**src/fram_host_pkg.sv**
```systemverilog
// Package for the parallel ferroelectric memory host controller.
// Assumes a 100 MHz mclk; all timing counts derive from that rate.
`default_nettype none
package fram_host_pkg;
  localparam int ADDR_W = 15;
  localparam int DATA_W = 8;
  localparam int CLK_PERIOD_NS = 10;
  // Access time (least), cycle timing and pre-charge in ns
  localparam int ACCESS_TIME_NS = 70;
  localparam int PRECHARGE_MIN_TIME_NS = 60;
  localparam int CS_LOW_MAX_NS = 10000;
  localparam int DATA_SETUP_NS = 30;
  localparam int ADDR_HOLD_NS = 10;
  // Cycle counts: least times round up, longest rounds down
  localparam int ACCESS_CYC = (ACCESS_TIME_NS + CLK_PERIOD_NS - 1) / CLK_PERIOD_NS;
  localparam int PRECHARGE_CYC = (PRECHARGE_MIN_TIME_NS + CLK_PERIOD_NS - 1) / CLK_PERIOD_NS;
  localparam int SETUP_CYC = (DATA_SETUP_NS + CLK_PERIOD_NS - 1) / CLK_PERIOD_NS;
  localparam int HOLD_CYC = (ADDR_HOLD_NS + CLK_PERIOD_NS - 1) / CLK_PERIOD_NS;
  localparam int CS_LOW_MAX_CYC = CS_LOW_MAX_NS / CLK_PERIOD_NS;
  // Extra read cycles spent in the data-line synchroniser
  localparam int SYNC_CYC = 2;
  // Counter wide enough to hold the longest select-low count
  localparam int CNT_W = 10;
  localparam logic [CNT_W-1:0] CNT_ZERO = 10'h000;
  localparam logic [CNT_W-1:0] CNT_ONE = 10'h001;
  // Row grouping: 8-byte rows, row index is address above bit 2
  localparam int ROW_LSB = 3;

  // Host request carried into the controller
  typedef struct packed {
    logic write;
    logic [ADDR_W-1:0] addr;
    logic [DATA_W-1:0] wdata;
  } mem_req_t;

  // Pin bundle driven toward the device
  typedef struct packed {
    logic chip_select_n;
    logic write_strobe_n;
    logic output_drive_n;
    logic [ADDR_W-1:0] address_lines;
    logic [DATA_W-1:0] data_out;
    logic data_oe;
  } pin_out_t;
endpackage : fram_host_pkg
`default_nettype wire

```
**src/fram_host_ctrl.sv**
```systemverilog
// Host controller driving a bytewide ferroelectric memory through its pins.
// Assumes the memory sits on the board; data pins split into in/out/enable.
// Contract
// - Host holds strobes low for access time and data stable through setup.
// - Host keeps chip select high at least the minimum pre-charge time.
// - Host never holds chip select low beyond its maximum low time.
// - Host gives every access its own falling chip-select edge.
// - Host keeps chip select high while the supply is below minimum; code gates only the start of an access on supply_ok, not one under way.
// - With chip select tied low, write strobe stays high over power cycles.
`timescale 1ns/1ns
`default_nettype none
module fram_host_ctrl (
  input wire logic mclk,
  input wire logic rst,
  input wire logic supply_ok,
  input wire logic req_valid,
  output logic req_ready,
  input wire fram_host_pkg::mem_req_t req,
  output logic [fram_host_pkg::DATA_W-1:0] rd_data,
  output logic rd_valid,
  output logic [fram_host_pkg::ADDR_W-fram_host_pkg::ROW_LSB-1:0] last_row,
  output logic chip_select_n,
  output logic write_strobe_n,
  output logic output_drive_n,
  output logic [fram_host_pkg::ADDR_W-1:0] address_lines,
  output logic [fram_host_pkg::DATA_W-1:0] data_lines_o,
  output logic data_lines_oe,
  input wire logic [fram_host_pkg::DATA_W-1:0] data_lines_i
);
  import fram_host_pkg::*;

  typedef enum logic [2:0] {
    ST_IDLE = 3'b000,
    ST_HOLD = 3'b001,
    ST_ACCESS = 3'b010,
    ST_SAMPLE = 3'b011,
    ST_PRECHARGE = 3'b100
  } state_t;

  ////////////////////////////////////////////////////////////////////////////
  // State and registers
  state_t state_reg, state_next;
  logic [CNT_W-1:0] cnt_reg, cnt_next;
  logic [CNT_W-1:0] low_cnt_reg, low_cnt_next;
  pin_out_t pins_reg, pins_next;
  logic [DATA_W-1:0] rd_data_reg, rd_data_next;
  logic rd_valid_reg, rd_valid_next;
  logic [ADDR_W-ROW_LSB-1:0] row_reg, row_next;
  logic supply_meta_reg, supply_sync_reg;
  logic supply_meta_next, supply_sync_next;
  logic [DATA_W-1:0] data_sync;

  // Cycle count helper, narrowed to counter width
  function automatic logic [CNT_W-1:0] cyc(input int n);
    cyc = CNT_W'(n);
  endfunction

  // Data lines pass two flops before use
  fram_pin_sync u_sync (
    .mclk(mclk),
    .rst(rst),
    .din(data_lines_i),
    .dout(data_sync)
  );

  // Supply-good level synchroniser; first stage read only by the second
  always_comb begin
    supply_meta_next = supply_ok;
    supply_sync_next = supply_meta_reg;
  end

  always_ff @(posedge mclk or posedge rst) begin
    if (rst) begin
      supply_meta_reg <= 1'b0;
      supply_sync_reg <= 1'b0;
    end else begin
      supply_meta_reg <= supply_meta_next;
      supply_sync_reg <= supply_sync_next;
    end
  end

  ////////////////////////////////////////////////////////////////////////////
  // Access sequencer
  always_comb begin
    state_next = state_reg;
    cnt_next = cnt_reg;
    pins_next = pins_reg;
    rd_data_next = rd_data_reg;
    rd_valid_next = 1'b0;
    row_next = row_reg;
    low_cnt_next = pins_reg.chip_select_n ? CNT_ZERO : low_cnt_reg + CNT_ONE;
    unique case (state_reg)
      ST_IDLE: begin
        // Start only with supply good; chip select high all the while
        if (req_valid && supply_sync_reg) begin
          pins_next.address_lines = req.addr;
          pins_next.chip_select_n = 1'b0;
          pins_next.write_strobe_n = ~req.write;
          pins_next.output_drive_n = req.write;
          pins_next.data_out = req.wdata;
          pins_next.data_oe = req.write;
          row_next = req.addr[ADDR_W-1:ROW_LSB];
          cnt_next = cyc(HOLD_CYC);
          state_next = ST_HOLD;
        end
      end
      ST_HOLD: begin
        // Address kept stable through hold, then left as is
        cnt_next = cnt_reg - CNT_ONE;
        if (cnt_reg == CNT_ONE) begin
          cnt_next = cyc(ACCESS_CYC + (pins_reg.write_strobe_n ? SYNC_CYC : SETUP_CYC));
          state_next = ST_ACCESS;
        end
      end
      ST_ACCESS: begin
        // Strobes held low at least the access time and data setup
        // Low-time guard leaves room for the sample cycle before select rises
        cnt_next = cnt_reg - CNT_ONE;
        if (cnt_reg == CNT_ONE || low_cnt_reg >= cyc(CS_LOW_MAX_CYC - 2)) begin
          state_next = ST_SAMPLE;
        end
      end
      ST_SAMPLE: begin
        // Write ends on chip select and strobe rising together
        if (!pins_reg.output_drive_n) begin
          rd_data_next = data_sync;
          rd_valid_next = 1'b1;
        end
        pins_next.chip_select_n = 1'b1;
        pins_next.write_strobe_n = 1'b1;
        pins_next.output_drive_n = 1'b1;
        cnt_next = cyc(PRECHARGE_CYC);
        state_next = ST_PRECHARGE;
      end
      ST_PRECHARGE: begin
        // Release data after the write edge, then wait pre-charge
        pins_next.data_oe = 1'b0;
        cnt_next = cnt_reg - CNT_ONE;
        if (cnt_reg == CNT_ONE) begin
          state_next = ST_IDLE;
        end
      end
      default: state_next = ST_IDLE;
    endcase
  end

  always_ff @(posedge mclk or posedge rst) begin
    if (rst) begin
      state_reg <= ST_IDLE;
      cnt_reg <= CNT_ZERO;
      low_cnt_reg <= CNT_ZERO;
      pins_reg <= '{chip_select_n: 1'b1, write_strobe_n: 1'b1, output_drive_n: 1'b1,
                   address_lines: 15'h0000, data_out: 8'h00, data_oe: 1'b0};
      rd_data_reg <= 8'h00;
      rd_valid_reg <= 1'b0;
      row_reg <= 12'h000;
    end else begin
      state_reg <= state_next;
      cnt_reg <= cnt_next;
      low_cnt_reg <= low_cnt_next;
      pins_reg <= pins_next;
      rd_data_reg <= rd_data_next;
      rd_valid_reg <= rd_valid_next;
      row_reg <= row_next;
    end
  end

  ////////////////////////////////////////////////////////////////////////////
  // Outputs
  assign req_ready = (state_reg == ST_IDLE) && supply_sync_reg;
  assign rd_data = rd_data_reg;
  assign rd_valid = rd_valid_reg;
  assign last_row = row_reg;
  assign chip_select_n = pins_reg.chip_select_n;
  assign write_strobe_n = pins_reg.write_strobe_n;
  assign output_drive_n = pins_reg.output_drive_n;
  assign address_lines = pins_reg.address_lines;
  assign data_lines_o = pins_reg.data_out;
  assign data_lines_oe = pins_reg.data_oe;
endmodule // fram_host_ctrl
`default_nettype wire

```
**src/fram_pin_sync.sv**
```systemverilog
// Two-flop synchroniser for the incoming data lines.
// Assumes the device drives data asynchronously to mclk.
`timescale 1ns/1ns
`default_nettype none
module fram_pin_sync (
  input wire logic mclk,
  input wire logic rst,
  input wire logic [fram_host_pkg::DATA_W-1:0] din,
  output logic [fram_host_pkg::DATA_W-1:0] dout
);
  import fram_host_pkg::*;
  logic [DATA_W-1:0] meta_reg;
  logic [DATA_W-1:0] meta_next;
  logic [DATA_W-1:0] sync_reg;
  logic [DATA_W-1:0] sync_next;

  // First stage read only by the second
  always_comb begin
    meta_next = din;
    sync_next = meta_reg;
  end

  always_ff @(posedge mclk or posedge rst) begin
    if (rst) begin
      meta_reg <= 8'h00;
      sync_reg <= 8'h00;
    end else begin
      meta_reg <= meta_next;
      sync_reg <= sync_next;
    end
  end

  assign dout = sync_reg;
endmodule // fram_pin_sync
`default_nettype wire

```
**config.mk**
```make
export PLATFORM = sky130hd
export DESIGN_NAME = fram_host_ctrl
export DESIGN_NICKNAME = d
export VERILOG_FILES = /design/src/fram_host_pkg.sv /design/src/fram_host_ctrl.sv /design/src/fram_pin_sync.sv
export SDC_FILE = /design/constraint.sdc
export NUM_CORES = 1
export LEC_CHECK = 0
export ABC_CLOCK_PERIOD_IN_PS = 2310
export BUFFER_PORTS_ARGS = -buffer_cell sky130_fd_sc_hd__buf_2
export CORE_MARGIN = 4
export CORE_UTILIZATION = 48
export CTS_CLUSTER_SIZE = 16
export DETAILED_ROUTE_END_ITERATION = 6
export PLACE_DENSITY = 0.86
export REMOVE_ABC_BUFFERS = 1
export SLEW_MARGIN = 15
export SYNTH_ARGS = -nofsm -noshare
export SYNTH_HDL_FRONTEND = slang
export SYNTH_SLANG_ARGS = --single-unit
export TNS_END_PERCENT = 30
```
**constraint.sdc**
```tcl
create_clock -name mclk -period 2.31 [get_ports mclk]
set_clock_uncertainty 0.1 [all_clocks]
set_input_delay 0.462 -clock mclk [delete_from_list [all_inputs] [get_ports mclk]]
set_output_delay 0.462 -clock mclk [all_outputs]
set_load 0.05 [all_outputs]
```
# Yosys cells after proc, flatten, opt, wreduce, memory -nomap -nowiden

Index checks and enable logic that the tools add are counted.

Flip-flop bits (word level): 89
Input bits: 36
Logic and storage cells: 60

Add/sub/neg operators: 3
Magnitude comparators: 1
Equality and inequality tests: 9
Mux-type cells: 15
Bitwise gates (word level): 2
Reductions and logical operators: 14

Operator list:

| cell                    | number |
|---|---|
| $pmux W10 S4            | 1 |
| $mux W10                | 3 |
| $mux W27                | 1 |
| $pmux W3 S5             | 1 |
| $mux W3                 | 4 |
| $add A10 B1 Y10 const B | 1 |
| $eq A10 B1 Y1 const B   | 1 |
| $ge A10 B10 Y1 const B  | 1 |
| $reduce_and A2 Y1       | 5 |
| $sub A10 B1 Y10 const B | 1 |
| $ne A2 B2 Y1 const B    | 4 |
| $eq A3 B2 Y1 const B    | 2 |
| $pmux W3 S2             | 1 |
| $add A3 B2 Y4 const A   | 1 |
| $reduce_and A4 Y1       | 1 |
| $reduce_bool A2 Y1      | 2 |
| $reduce_bool A4 Y1      | 1 |
| $eq A3 B1 Y1 const B    | 1 |
| $eq A3 B3 Y1 const B    | 1 |
| $logic_not A3 Y1        | 1 |
| $mux W1                 | 3 |
| $logic_and A1 B1 Y1     | 2 |
| $not A1 Y1              | 2 |
| $pmux W1 S2             | 1 |
| other kinds (2)         | 2 |

# Logic depth before layout (Yosys ltp)

Gate-level depths: netlist of run 1.

Depth in word-level cells: 4
Mapped depth: 6
Mapped depth without buffers: 6

# Hierarchy

From an unflattened synthesis of run 1, not the netlist that was laid out.

Cell total of the unflattened synthesis: 269
Area total of the unflattened synthesis: 3349.5 µm²

By module, submodules not included:

| module         | instances | cells an instance | area an instance (µm²) | seq. area each (µm²) |
|---|---|---|---|---|
| fram_host_ctrl | 1         | 252               | 2945.3                 | 1530.2 |
| fram_pin_sync  | 1         | 17                | 404.1                  | 400.4 |

# Worst setup path before layout of run 1

OpenSTA, ideal clock, no wires.

Kind: reg-to-reg
From: register state_reg[0]
To: register pins_reg (netlist bit address_lines[0])
Setup time: 125 ps
Data arrival time: 1931 ps
Data required time: 2085 ps
Slack: 154 ps
Cell stages (with the launch flop): 6
Buffers on the path: 2
Clock period less this slack: 2156 ps
Path through: dfrtp_1 buf_6 nor4b_4 nand2_4 buf_6 mux2_4

Cells in the longest elaborated chain, start to end: 2

Ends and longest elaborated chain:

| item                        | RTL line              | RTL |
|---|---|---|
| from (decl)                 | fram_host_ctrl.sv:42  | `state_t state_reg, state_next;` |
| from (signal assigned)      | fram_host_ctrl.sv:158 | `state_reg <= state_next;` |
| $logic_not A3 Y1            | fram_host_ctrl.sv:92  | `unique case (state_reg)` |
| $reduce_and A2 Y1 (no line) | n/a                   |  |
| to (signal assigned)        | fram_host_ctrl.sv:152 | `pins_reg <= '{chip_select_n: 1'b1, write_strobe_n: 1'b1, output_drive_n: 1'b1,` |
| to (signal assigned)        | fram_host_ctrl.sv:161 | `pins_reg <= pins_next;` |
| to (decl)                   | fram_host_ctrl.sv:45  | `pin_out_t pins_reg, pins_next;` |

Every way passes these cells.
A chain may end at the register's enable or synchronous reset.

# Worst setup path after layout of run 1

From: register state_reg[0]
To: output port req_ready

Cells in the longest elaborated chain, start to end: 2

Ends and longest elaborated chain:

| item                | RTL line              | RTL |
|---|---|---|
| $logic_not A3 Y1    | fram_host_ctrl.sv:170 | `assign req_ready = (state_reg == ST_IDLE) && supply_sync_reg;` |
| $logic_and A1 B1 Y1 | fram_host_ctrl.sv:170 |  |
| to (decl)           | fram_host_ctrl.sv:17  | `output logic req_ready,` |

Every way passes these cells.

==> parameters.txt, run 1 <==
Parameter                              Value

Yosys
  Synthesized cell area    3480 um^2
  Fraction of the mapped netlist area in compound gates    between 10 and 15%
  Top flip-flop cell by instance count after synthesis    sky130_fd_sc_hd__dfrtp_1
  Fraction of synthesized cell area taken by the top area cell type    53.1%
  Syn_area_per_cell    12.6 um^2
  Post-synthesis share of cell area spent on full adders, half adders and majority gates    1.44%
  Dominant cells by area after synthesis    sky130_fd_sc_hd__dfrtp_1 (53%), sky130_fd_sc_hd__mux2_4 (6.9%), sky130_fd_sc_hd__mux2_2 (5.2%)
  Synth Area in Simple Gates    12.4%
  Cell accounting for the most synthesized area    sky130_fd_sc_hd__dfrtp_1
  Sequential fraction of the synthesis area    between 50% and 60%
  Synth cell types    54
  Number of instances in the synthesized netlist    between 200 and 300
  Flops & latches, synth    77
  Number of enable flip-flop cells after synthesis    0
  Ys async rst share    100%
  Dominant combinational cell family by area after synthesis    multiplexers
  Xor/xnor share of the synthesized area    between 2 and 2.5%
  Yosys warning total    0
  Multiplexer fraction of the synthesized cell area    12.7%

Cells and area
  Post-synthesis to final-layout area growth    18.6%
  Most frequent cells in the layout    sky130_fd_sc_hd__buf_2 (84), sky130_fd_sc_hd__dfrtp_1 (74), sky130_fd_sc_hd__nor2_1 (18)
  Post-route cell area    a little over 4000 um^2
  Total inserted antenna cells    0
  Non-filler instance count after layout    457
  Flip-flop count of the largest register, all copies and words added    15
  Commonest non-fill, non-tap cell in the layout    sky130_fd_sc_hd__buf_2
  # nets final    a little under 400
  Layout cells sized above 1    a little over two fifths
  Final standard cell utilization of the core    roughly three fifths
  Fillers    about 550
  Multi-input gate area    1360 um^2
  Total area of sequential cells    1930 um^2

Floorplan
  Total core area    6910 um^2
  Std-Cell Rows    30
  Initial standard-cell utilization of the core    50.5%
  # IOs    85
  Area of the die    approximately 8700 um^2
  Vertical die dimension    93.2 um
  Die Width    around 93 um

Clock tree
  Clock tree from TritonCTS    done
  Post_cts resized    0
  Post-CTS setup-driven buffer insertion count    1
  Number of sinks driven by the clock tree    77
  Clock-pin slew on the worst setup and hold paths    about 0.080 ns
  Clk_lat worst skew    between 0.3 and 0.4 ns
  Level count of the clock H-tree    3
  CTS Hold Bufs    0
  Cell at the root of the clock tree    sky130_fd_sc_hd__clkbuf_8
  Maximum buffer depth of the clock tree    2
  TritonCTS buffer count    9

STA
  Hold violation total from the final report    0
  Max Slew Vio Count    0
  Final Cycle Share    90.9%
  Unrepaired setup endpoints after global routing    no
  Minimum clock period after layout    between 2 and 2.5 ns
  Final setup violation count    0
  Setup tns final    0 ns
  Minimum hold slack    around 0.077 ns
  Relative slew margins    about two thirds
  Setup slack of the critical path after layout    roughly 0.21 ns
  Pin slew with the least headroom to its limit    between 0.4 and 0.5 ns
  Peak Freq    0.476 GHz

Pwr
  Share of total power consumed by net switching    48.9%
  Combinational share of power    49.4%
  Clock power frac    16.1%
  Internal power component    about 3.3 mW
  Net switching component of the power    3.14 mW
  Leakage power    2.02 nW
  Final Total Pwr    ~6.4 mW
  Max rail drop VDD    1.17 mV
  Total power density per cell area    between 1500 and 2000 nW/um^2
  Share of power burned in registers    between 30% and 40%

Route
  First-pass iteration count of the detailed router    4
  Routed vias    2393
  Final routed DRC violation total    0
  Detailed-route wire length    between 7 and 8 mm
  Remaining number of nets flagged by the antenna check after routing    0
  Per-cell routed wire length    15.4 um
  Number of DRC markers after the initial detailed-route iteration    approximately 260
  Via density per instance    5.24

Setup path
  Crit path DAT    1.54 ns
  Launching element of the worst setup path    state_reg[0]$_DFFE_PP0P_
  Endpoint kind of the worst setup timing path    output port
  Cell count along the critical path    2
  Ordered list of cells on the worst path    nor4b_4, buf_2
  Crit path max fanout    11
  CP max-delay cell    sky130_fd_sc_hd__dfrtp_1
  Count of buffer and inverter cells on the critical path    1
  Critical R2R Launch    cnt_reg[2]$_DFFE_PP0P_
  Worst setup path class    reg -> out
  Crit path largest cell delay    0.56 ns
  Number of cells on the worst reg-to-reg path    4
  Req. time, crit path    1.75 ns
  Launching element type of the critical path    flip-flop
  Capturing point of the worst reg2reg path    state_reg[0]$_DFFE_PP0P_
  Slack of the worst reg-to-reg path    0.27 ns
  Crit path max-delay family    flip-flops

Placed design
  Quantity of I/O buffers inserted on ports    84
  GP Congestion    0.910
  Placed Instances    440
  Pre-CTS setup slack    0.286 ns
  Cell Area, Placed    3920 um^2
  Detailed placement HPWL    5.10 mm

Global routing
  Number of global-route vias before repair    2449
  Largest net degree at the start of global routing    a little under 80
  First-pass GRT wire length    between 10 and 15 mm
  Antenna violations before repair    0
  Remaining global-route overflow    0
  Total GRT Usage    17.3%

Worst hold path
  Worst min-delay path category    in -> async

Run status
  Run status    complete, no violations

Job
  Number of maximum-capacitance constraint violations    0
## metal layers
metal  vias to the layer above  wire [um]  part of all wire [%]  global-route usage, %
li1                       1115          -                     -                      -
met1                      1158       2820                    40                   21.4
met2                       106       3570                    51                   28.4
met3                        14        501                   7.1                   4.83
met4                         0        141                   2.0                   7.57
met5                         -          0                     0                      0
## area by class of cell
type	instances	area share [%]
multi-input combinational	168	32.9
sequential	77	46.7
clock inverter	7	2.03
inverter	10	0.909
tap	96	2.91
timing repair buffer	90	11.6
clock buffer	9	3.00
## tightest hold or removal path: stages
cell                     delay [ns]
sky130_fd_sc_hd__buf_2         0.10
sky130_fd_sc_hd__inv_2         0.06
sky130_fd_sc_hd__buf_12        0.32
## cell usage after synthesis (3+ instances only)
| master | n |
|---|---|
| sky130_fd_sc_hd__o211ai_1 | 7 |
| sky130_fd_sc_hd__ha_1 | 4 |
| sky130_fd_sc_hd__inv_1 | 10 |
| sky130_fd_sc_hd__nand3b_1 | 4 |
| sky130_fd_sc_hd__a22oi_1 | 3 |
| sky130_fd_sc_hd__xor2_1 | 3 |
| sky130_fd_sc_hd__o21ai_0 | 9 |
| sky130_fd_sc_hd__nand3_1 | 6 |
| sky130_fd_sc_hd__nand2_1 | 17 |
| sky130_fd_sc_hd__nor3_1 | 5 |
| sky130_fd_sc_hd__and3_1 | 5 |
| sky130_fd_sc_hd__xnor2_1 | 6 |
| sky130_fd_sc_hd__mux2_4 | 16 |
| sky130_fd_sc_hd__nor2_1 | 18 |
| sky130_fd_sc_hd__buf_6 | 3 |
| sky130_fd_sc_hd__mux2_2 | 16 |
| sky130_fd_sc_hd__a21oi_1 | 9 |
| sky130_fd_sc_hd__dfstp_2 | 3 |
| sky130_fd_sc_hd__clkbuf_1 | 4 |
| sky130_fd_sc_hd__buf_4 | 14 |
| sky130_fd_sc_hd__dfrtp_1 | 74 |
## worst max-delay path by stage
stage                                         endpoint  slack [ns]
after floorplan           address_lines[0]$_DFFE_PP0P_       -0.21
after global placement        state_reg[0]$_DFFE_PP0P_        0.37
after detailed placement      state_reg[0]$_DFFE_PP0P_        0.29
after CTS                                    req_ready        0.18
after global routing                         req_ready        0.10
final                                        req_ready        0.21
## power by group through the flow
stage,Clock [mW],Sequential (mW),Combinational (mW)
after CTS,1.06,2.21,3.19
after global placement,0,2.20,3.08
after global routing,1.11,2.29,3.36
final,1.03,2.22,3.17
after floorplan,0,3.57,1.04
after detailed placement,0,2.23,3.17
## cells by family (layout without fill, tap and decap cells)
kind of cell / Yosys count / count (layout)
buffers and inverters: 32 / 116
flip-flops: 77 / 77
XOR/XNOR: 9 / 9
multiplexers: 34 / 34
adder cells (fa/ha/maj): 4 / 4
AND/OR/NAND/NOR: 74 / 74
AO/OA/AOI/OAI: 47 / 47
Power figures use the tool's default switching activity.
==> run 2: changes to the inputs <==
--- a/config.mk
+++ b/config.mk
@@ -5,13 +5,14 @@
 export SDC_FILE = /design/constraint.sdc
 export NUM_CORES = 1
 export LEC_CHECK = 0
+export ABC_AREA = 1
 export ABC_CLOCK_PERIOD_IN_PS = 2310
 export BUFFER_PORTS_ARGS = -buffer_cell sky130_fd_sc_hd__buf_2
 export CORE_MARGIN = 4
-export CORE_UTILIZATION = 48
+export CORE_UTILIZATION = 40
 export CTS_CLUSTER_SIZE = 16
 export DETAILED_ROUTE_END_ITERATION = 6
-export PLACE_DENSITY = 0.86
+export PLACE_DENSITY = 0.76
 export REMOVE_ABC_BUFFERS = 1
 export SLEW_MARGIN = 15
 export SYNTH_ARGS = -nofsm -noshare
==> parameters.txt, run 2 <==
Parameter                              Value

Cells and area
  Post-synthesis to final-layout area growth    21.7%
  Commonest non-fill, non-tap cell in the layout    sky130_fd_sc_hd__nand2_1
  Multi-input gate area    1060 um^2
  Fillers    roughly 750
  # nets final    470
  Final standard cell utilization of the core    50.5%
  Post-route cell area    a little under 4000 um^2
  Flip-flop count of the largest register, all copies and words added    15
  Most frequent cells in the layout    sky130_fd_sc_hd__nand2_1 (133), sky130_fd_sc_hd__buf_2 (84), sky130_fd_sc_hd__dfrtp_1 (74)
  Total area of sequential cells    1930 um^2
  Total inserted antenna cells    0
  Layout cells sized above 1    28.5%

Yosys
  Sequential fraction of the synthesis area    59.9%
  Top flip-flop cell by instance count after synthesis    sky130_fd_sc_hd__dfrtp_1
  Most instantiated cells after synthesis    sky130_fd_sc_hd__nand2_1 (133), sky130_fd_sc_hd__dfrtp_1 (74), sky130_fd_sc_hd__nor2_1 (25)
  Fraction of synthesized cell area taken by the top area cell type    a little under three fifths
  Cell accounting for the most synthesized area    sky130_fd_sc_hd__dfrtp_1
  Post-synthesis share of cell area spent on full adders, half adders and majority gates    1.55%
  Dominant cells by area after synthesis    sky130_fd_sc_hd__dfrtp_1 (57%), sky130_fd_sc_hd__nand2_1 (15%), sky130_fd_sc_hd__buf_4 (3.3%)
  Yosys warning total    0
  Synth Area in Simple Gates    ~26%
  Dominant combinational cell family by area after synthesis    simple AND/OR/NAND/NOR gates
  Flops & latches, synth    77
  Ys async rst share    100%
  Multiplexer fraction of the synthesized cell area    0%
  Xor/xnor share of the synthesized area    under 10%
  Number of enable flip-flop cells after synthesis    0
  Synthesized cell area    3220 um^2
  Number of instances in the synthesized netlist    348
  Fraction of the mapped netlist area in compound gates    ~4.2%
  Most frequently used cell type in the post-synthesis netlist    sky130_fd_sc_hd__nand2_1
  Synth cell types    27
  Syn_area_per_cell    9.26 um^2

STA
  Hold violation total from the final report    0
  Pin slew with the least headroom to its limit    ~0.53 ns
  Max Slew Vio Count    0
  Minimum hold slack    0.0537 ns
  Relative slew margins    64.3%
  Final Cycle Share    87.6%
  Final setup violation count    0
  Setup tns final    0 ns
  Unrepaired setup endpoints after global routing    no
  Peak Freq    0.494 GHz
  Minimum clock period after layout    2.02 ns

Floorplan
  Total core area    7770 um^2
  Die Width    97.7 um
  Std-Cell Rows    32
  Vertical die dimension    between 90 and 100 um
  Area of the die    between 9000 and 10000 um^2
  # IOs    85
  Initial standard-cell utilization of the core    41.5%

Setup path
  Critical R2R Launch    state_reg[2]$_DFFE_PP0P_
  Req. time, crit path    1.75 ns
  Endpoint kind of the worst setup timing path    output port
  Number of cells on the worst reg-to-reg path    6
  Crit path DAT    1.46 ns
  Launching element type of the critical path    flip-flop
  Capturing point of the worst reg2reg path    data_lines_o[1]$_DFFE_PP0P_
  Launching element of the worst setup path    state_reg[2]$_DFFE_PP0P_
  Slack of the worst reg-to-reg path    between 0.6 and 0.7 ns
  Crit path max fanout    4
  Worst setup path class    reg -> out

Route
  Routed vias    2482
  First-pass iteration count of the detailed router    4
  Detailed-route wire length    6.48 mm
  Number of DRC markers after the initial detailed-route iteration    110
  Remaining number of nets flagged by the antenna check after routing    0
  Per-cell routed wire length    12.1 um
  Via density per instance    4.62
  Final routed DRC violation total    0

Clock tree
  Clock-pin slew on the worst setup and hold paths    0.09 ns
  Level count of the clock H-tree    3
  Cell at the root of the clock tree    sky130_fd_sc_hd__clkbuf_8
  Clk_lat worst skew    0.34 ns
  Maximum buffer depth of the clock tree    2
  TritonCTS buffer count    9
  Post_cts resized    0
  Post-CTS setup-driven buffer insertion count    0
  Number of sinks driven by the clock tree    77
  Clock tree from TritonCTS    done
  CTS Hold Bufs    0

Placed design
  Quantity of I/O buffers inserted on ports    84
  Cell Area, Placed    3690 um^2
  GP Congestion    0.810
  Detailed placement HPWL    around 4.8 mm

Global routing
  Total GRT Usage    14.4%
  First-pass GRT wire length    11.4 mm
  Largest net degree at the start of global routing    29
  Number of global-route vias before repair    about 2500
  Remaining global-route overflow    0
  Antenna violations before repair    0

Pwr
  Leakage power    2.15 nW
  Total power density per cell area    about 660 nW/um^2
  Final Total Pwr    2.58 mW
  Max rail drop VDD    0.521 mV

Job
  Number of maximum-capacitance constraint violations    0

Worst hold path
  Worst min-delay path category    in -> async

Run status
  Run status    complete, no violations
run 2: where the power goes:
group / total, mW / switching (mW) / internal (mW)
Clock: 1.16 / 0.508 / 0.647
Sequential: 1.37 / 0.00372 / 1.36
Combinational: 0.0629 / 0.0353 / 0.0276
run 2: how the worst max path moves through the flow:
stage | to | cells past startpoint
after CTS | req_ready | 4
after global placement | req_ready | 4
final | req_ready | 4
after global routing | req_ready | 4
after floorplan | address_lines[0]$_DFFE_PP0P_ | 1
after detailed placement | req_ready | 4
run 2: cell type report:
cell class | count | area share [%]
multi-input combinational | 228 | 27.1
clock buffer | 10 | 3.51
sequential | 77 | 49.2
tap | 102 | 3.25
inverter | 27 | 2.58
timing repair buffer | 87 | 11.9
clock inverter | 6 | 2.39
run 2: per-layer routing:
layer	global-route usage (%)	part of all wire, %	vias to the layer above	wire length (um)
li1	-	-	1243	-
met1	17.3	43	1173	2790
met2	25.3	51	59	3290
met3	3.21	4.7	7	307
met4	5.75	1.4	0	93
met5	0	0	-	0
run 2: stage by stage:
step | std cells | setup slack (ns)
after floorplan | 332 | -0.214
after global placement | 521 | 0.650
after detailed placement | 521 | 0.638
after CTS | 537 | 0.252
after global routing | 537 | 0.178
final | 537 | 0.286
run 2: cells by family (layout without fill, tap and decap cells):
group                    after synthesis  in the layout
AO/OA/AOI/OAI                         25             25
XOR/XNOR                               5              5
adder cells (fa/ha/maj)                4              4
buffers and inverters                 43            130
flip-flops                            77             77
AND/OR/NAND/NOR                      194            194
run 2: critical path, cell delays in order, from the launching register on:
cell,delay [ns]
sky130_fd_sc_hd__dfrtp_1,0.44
sky130_fd_sc_hd__nor2_4,0.18
sky130_fd_sc_hd__nand2_2,0.09
sky130_fd_sc_hd__nor2_1,0.13
sky130_fd_sc_hd__buf_2,0.29
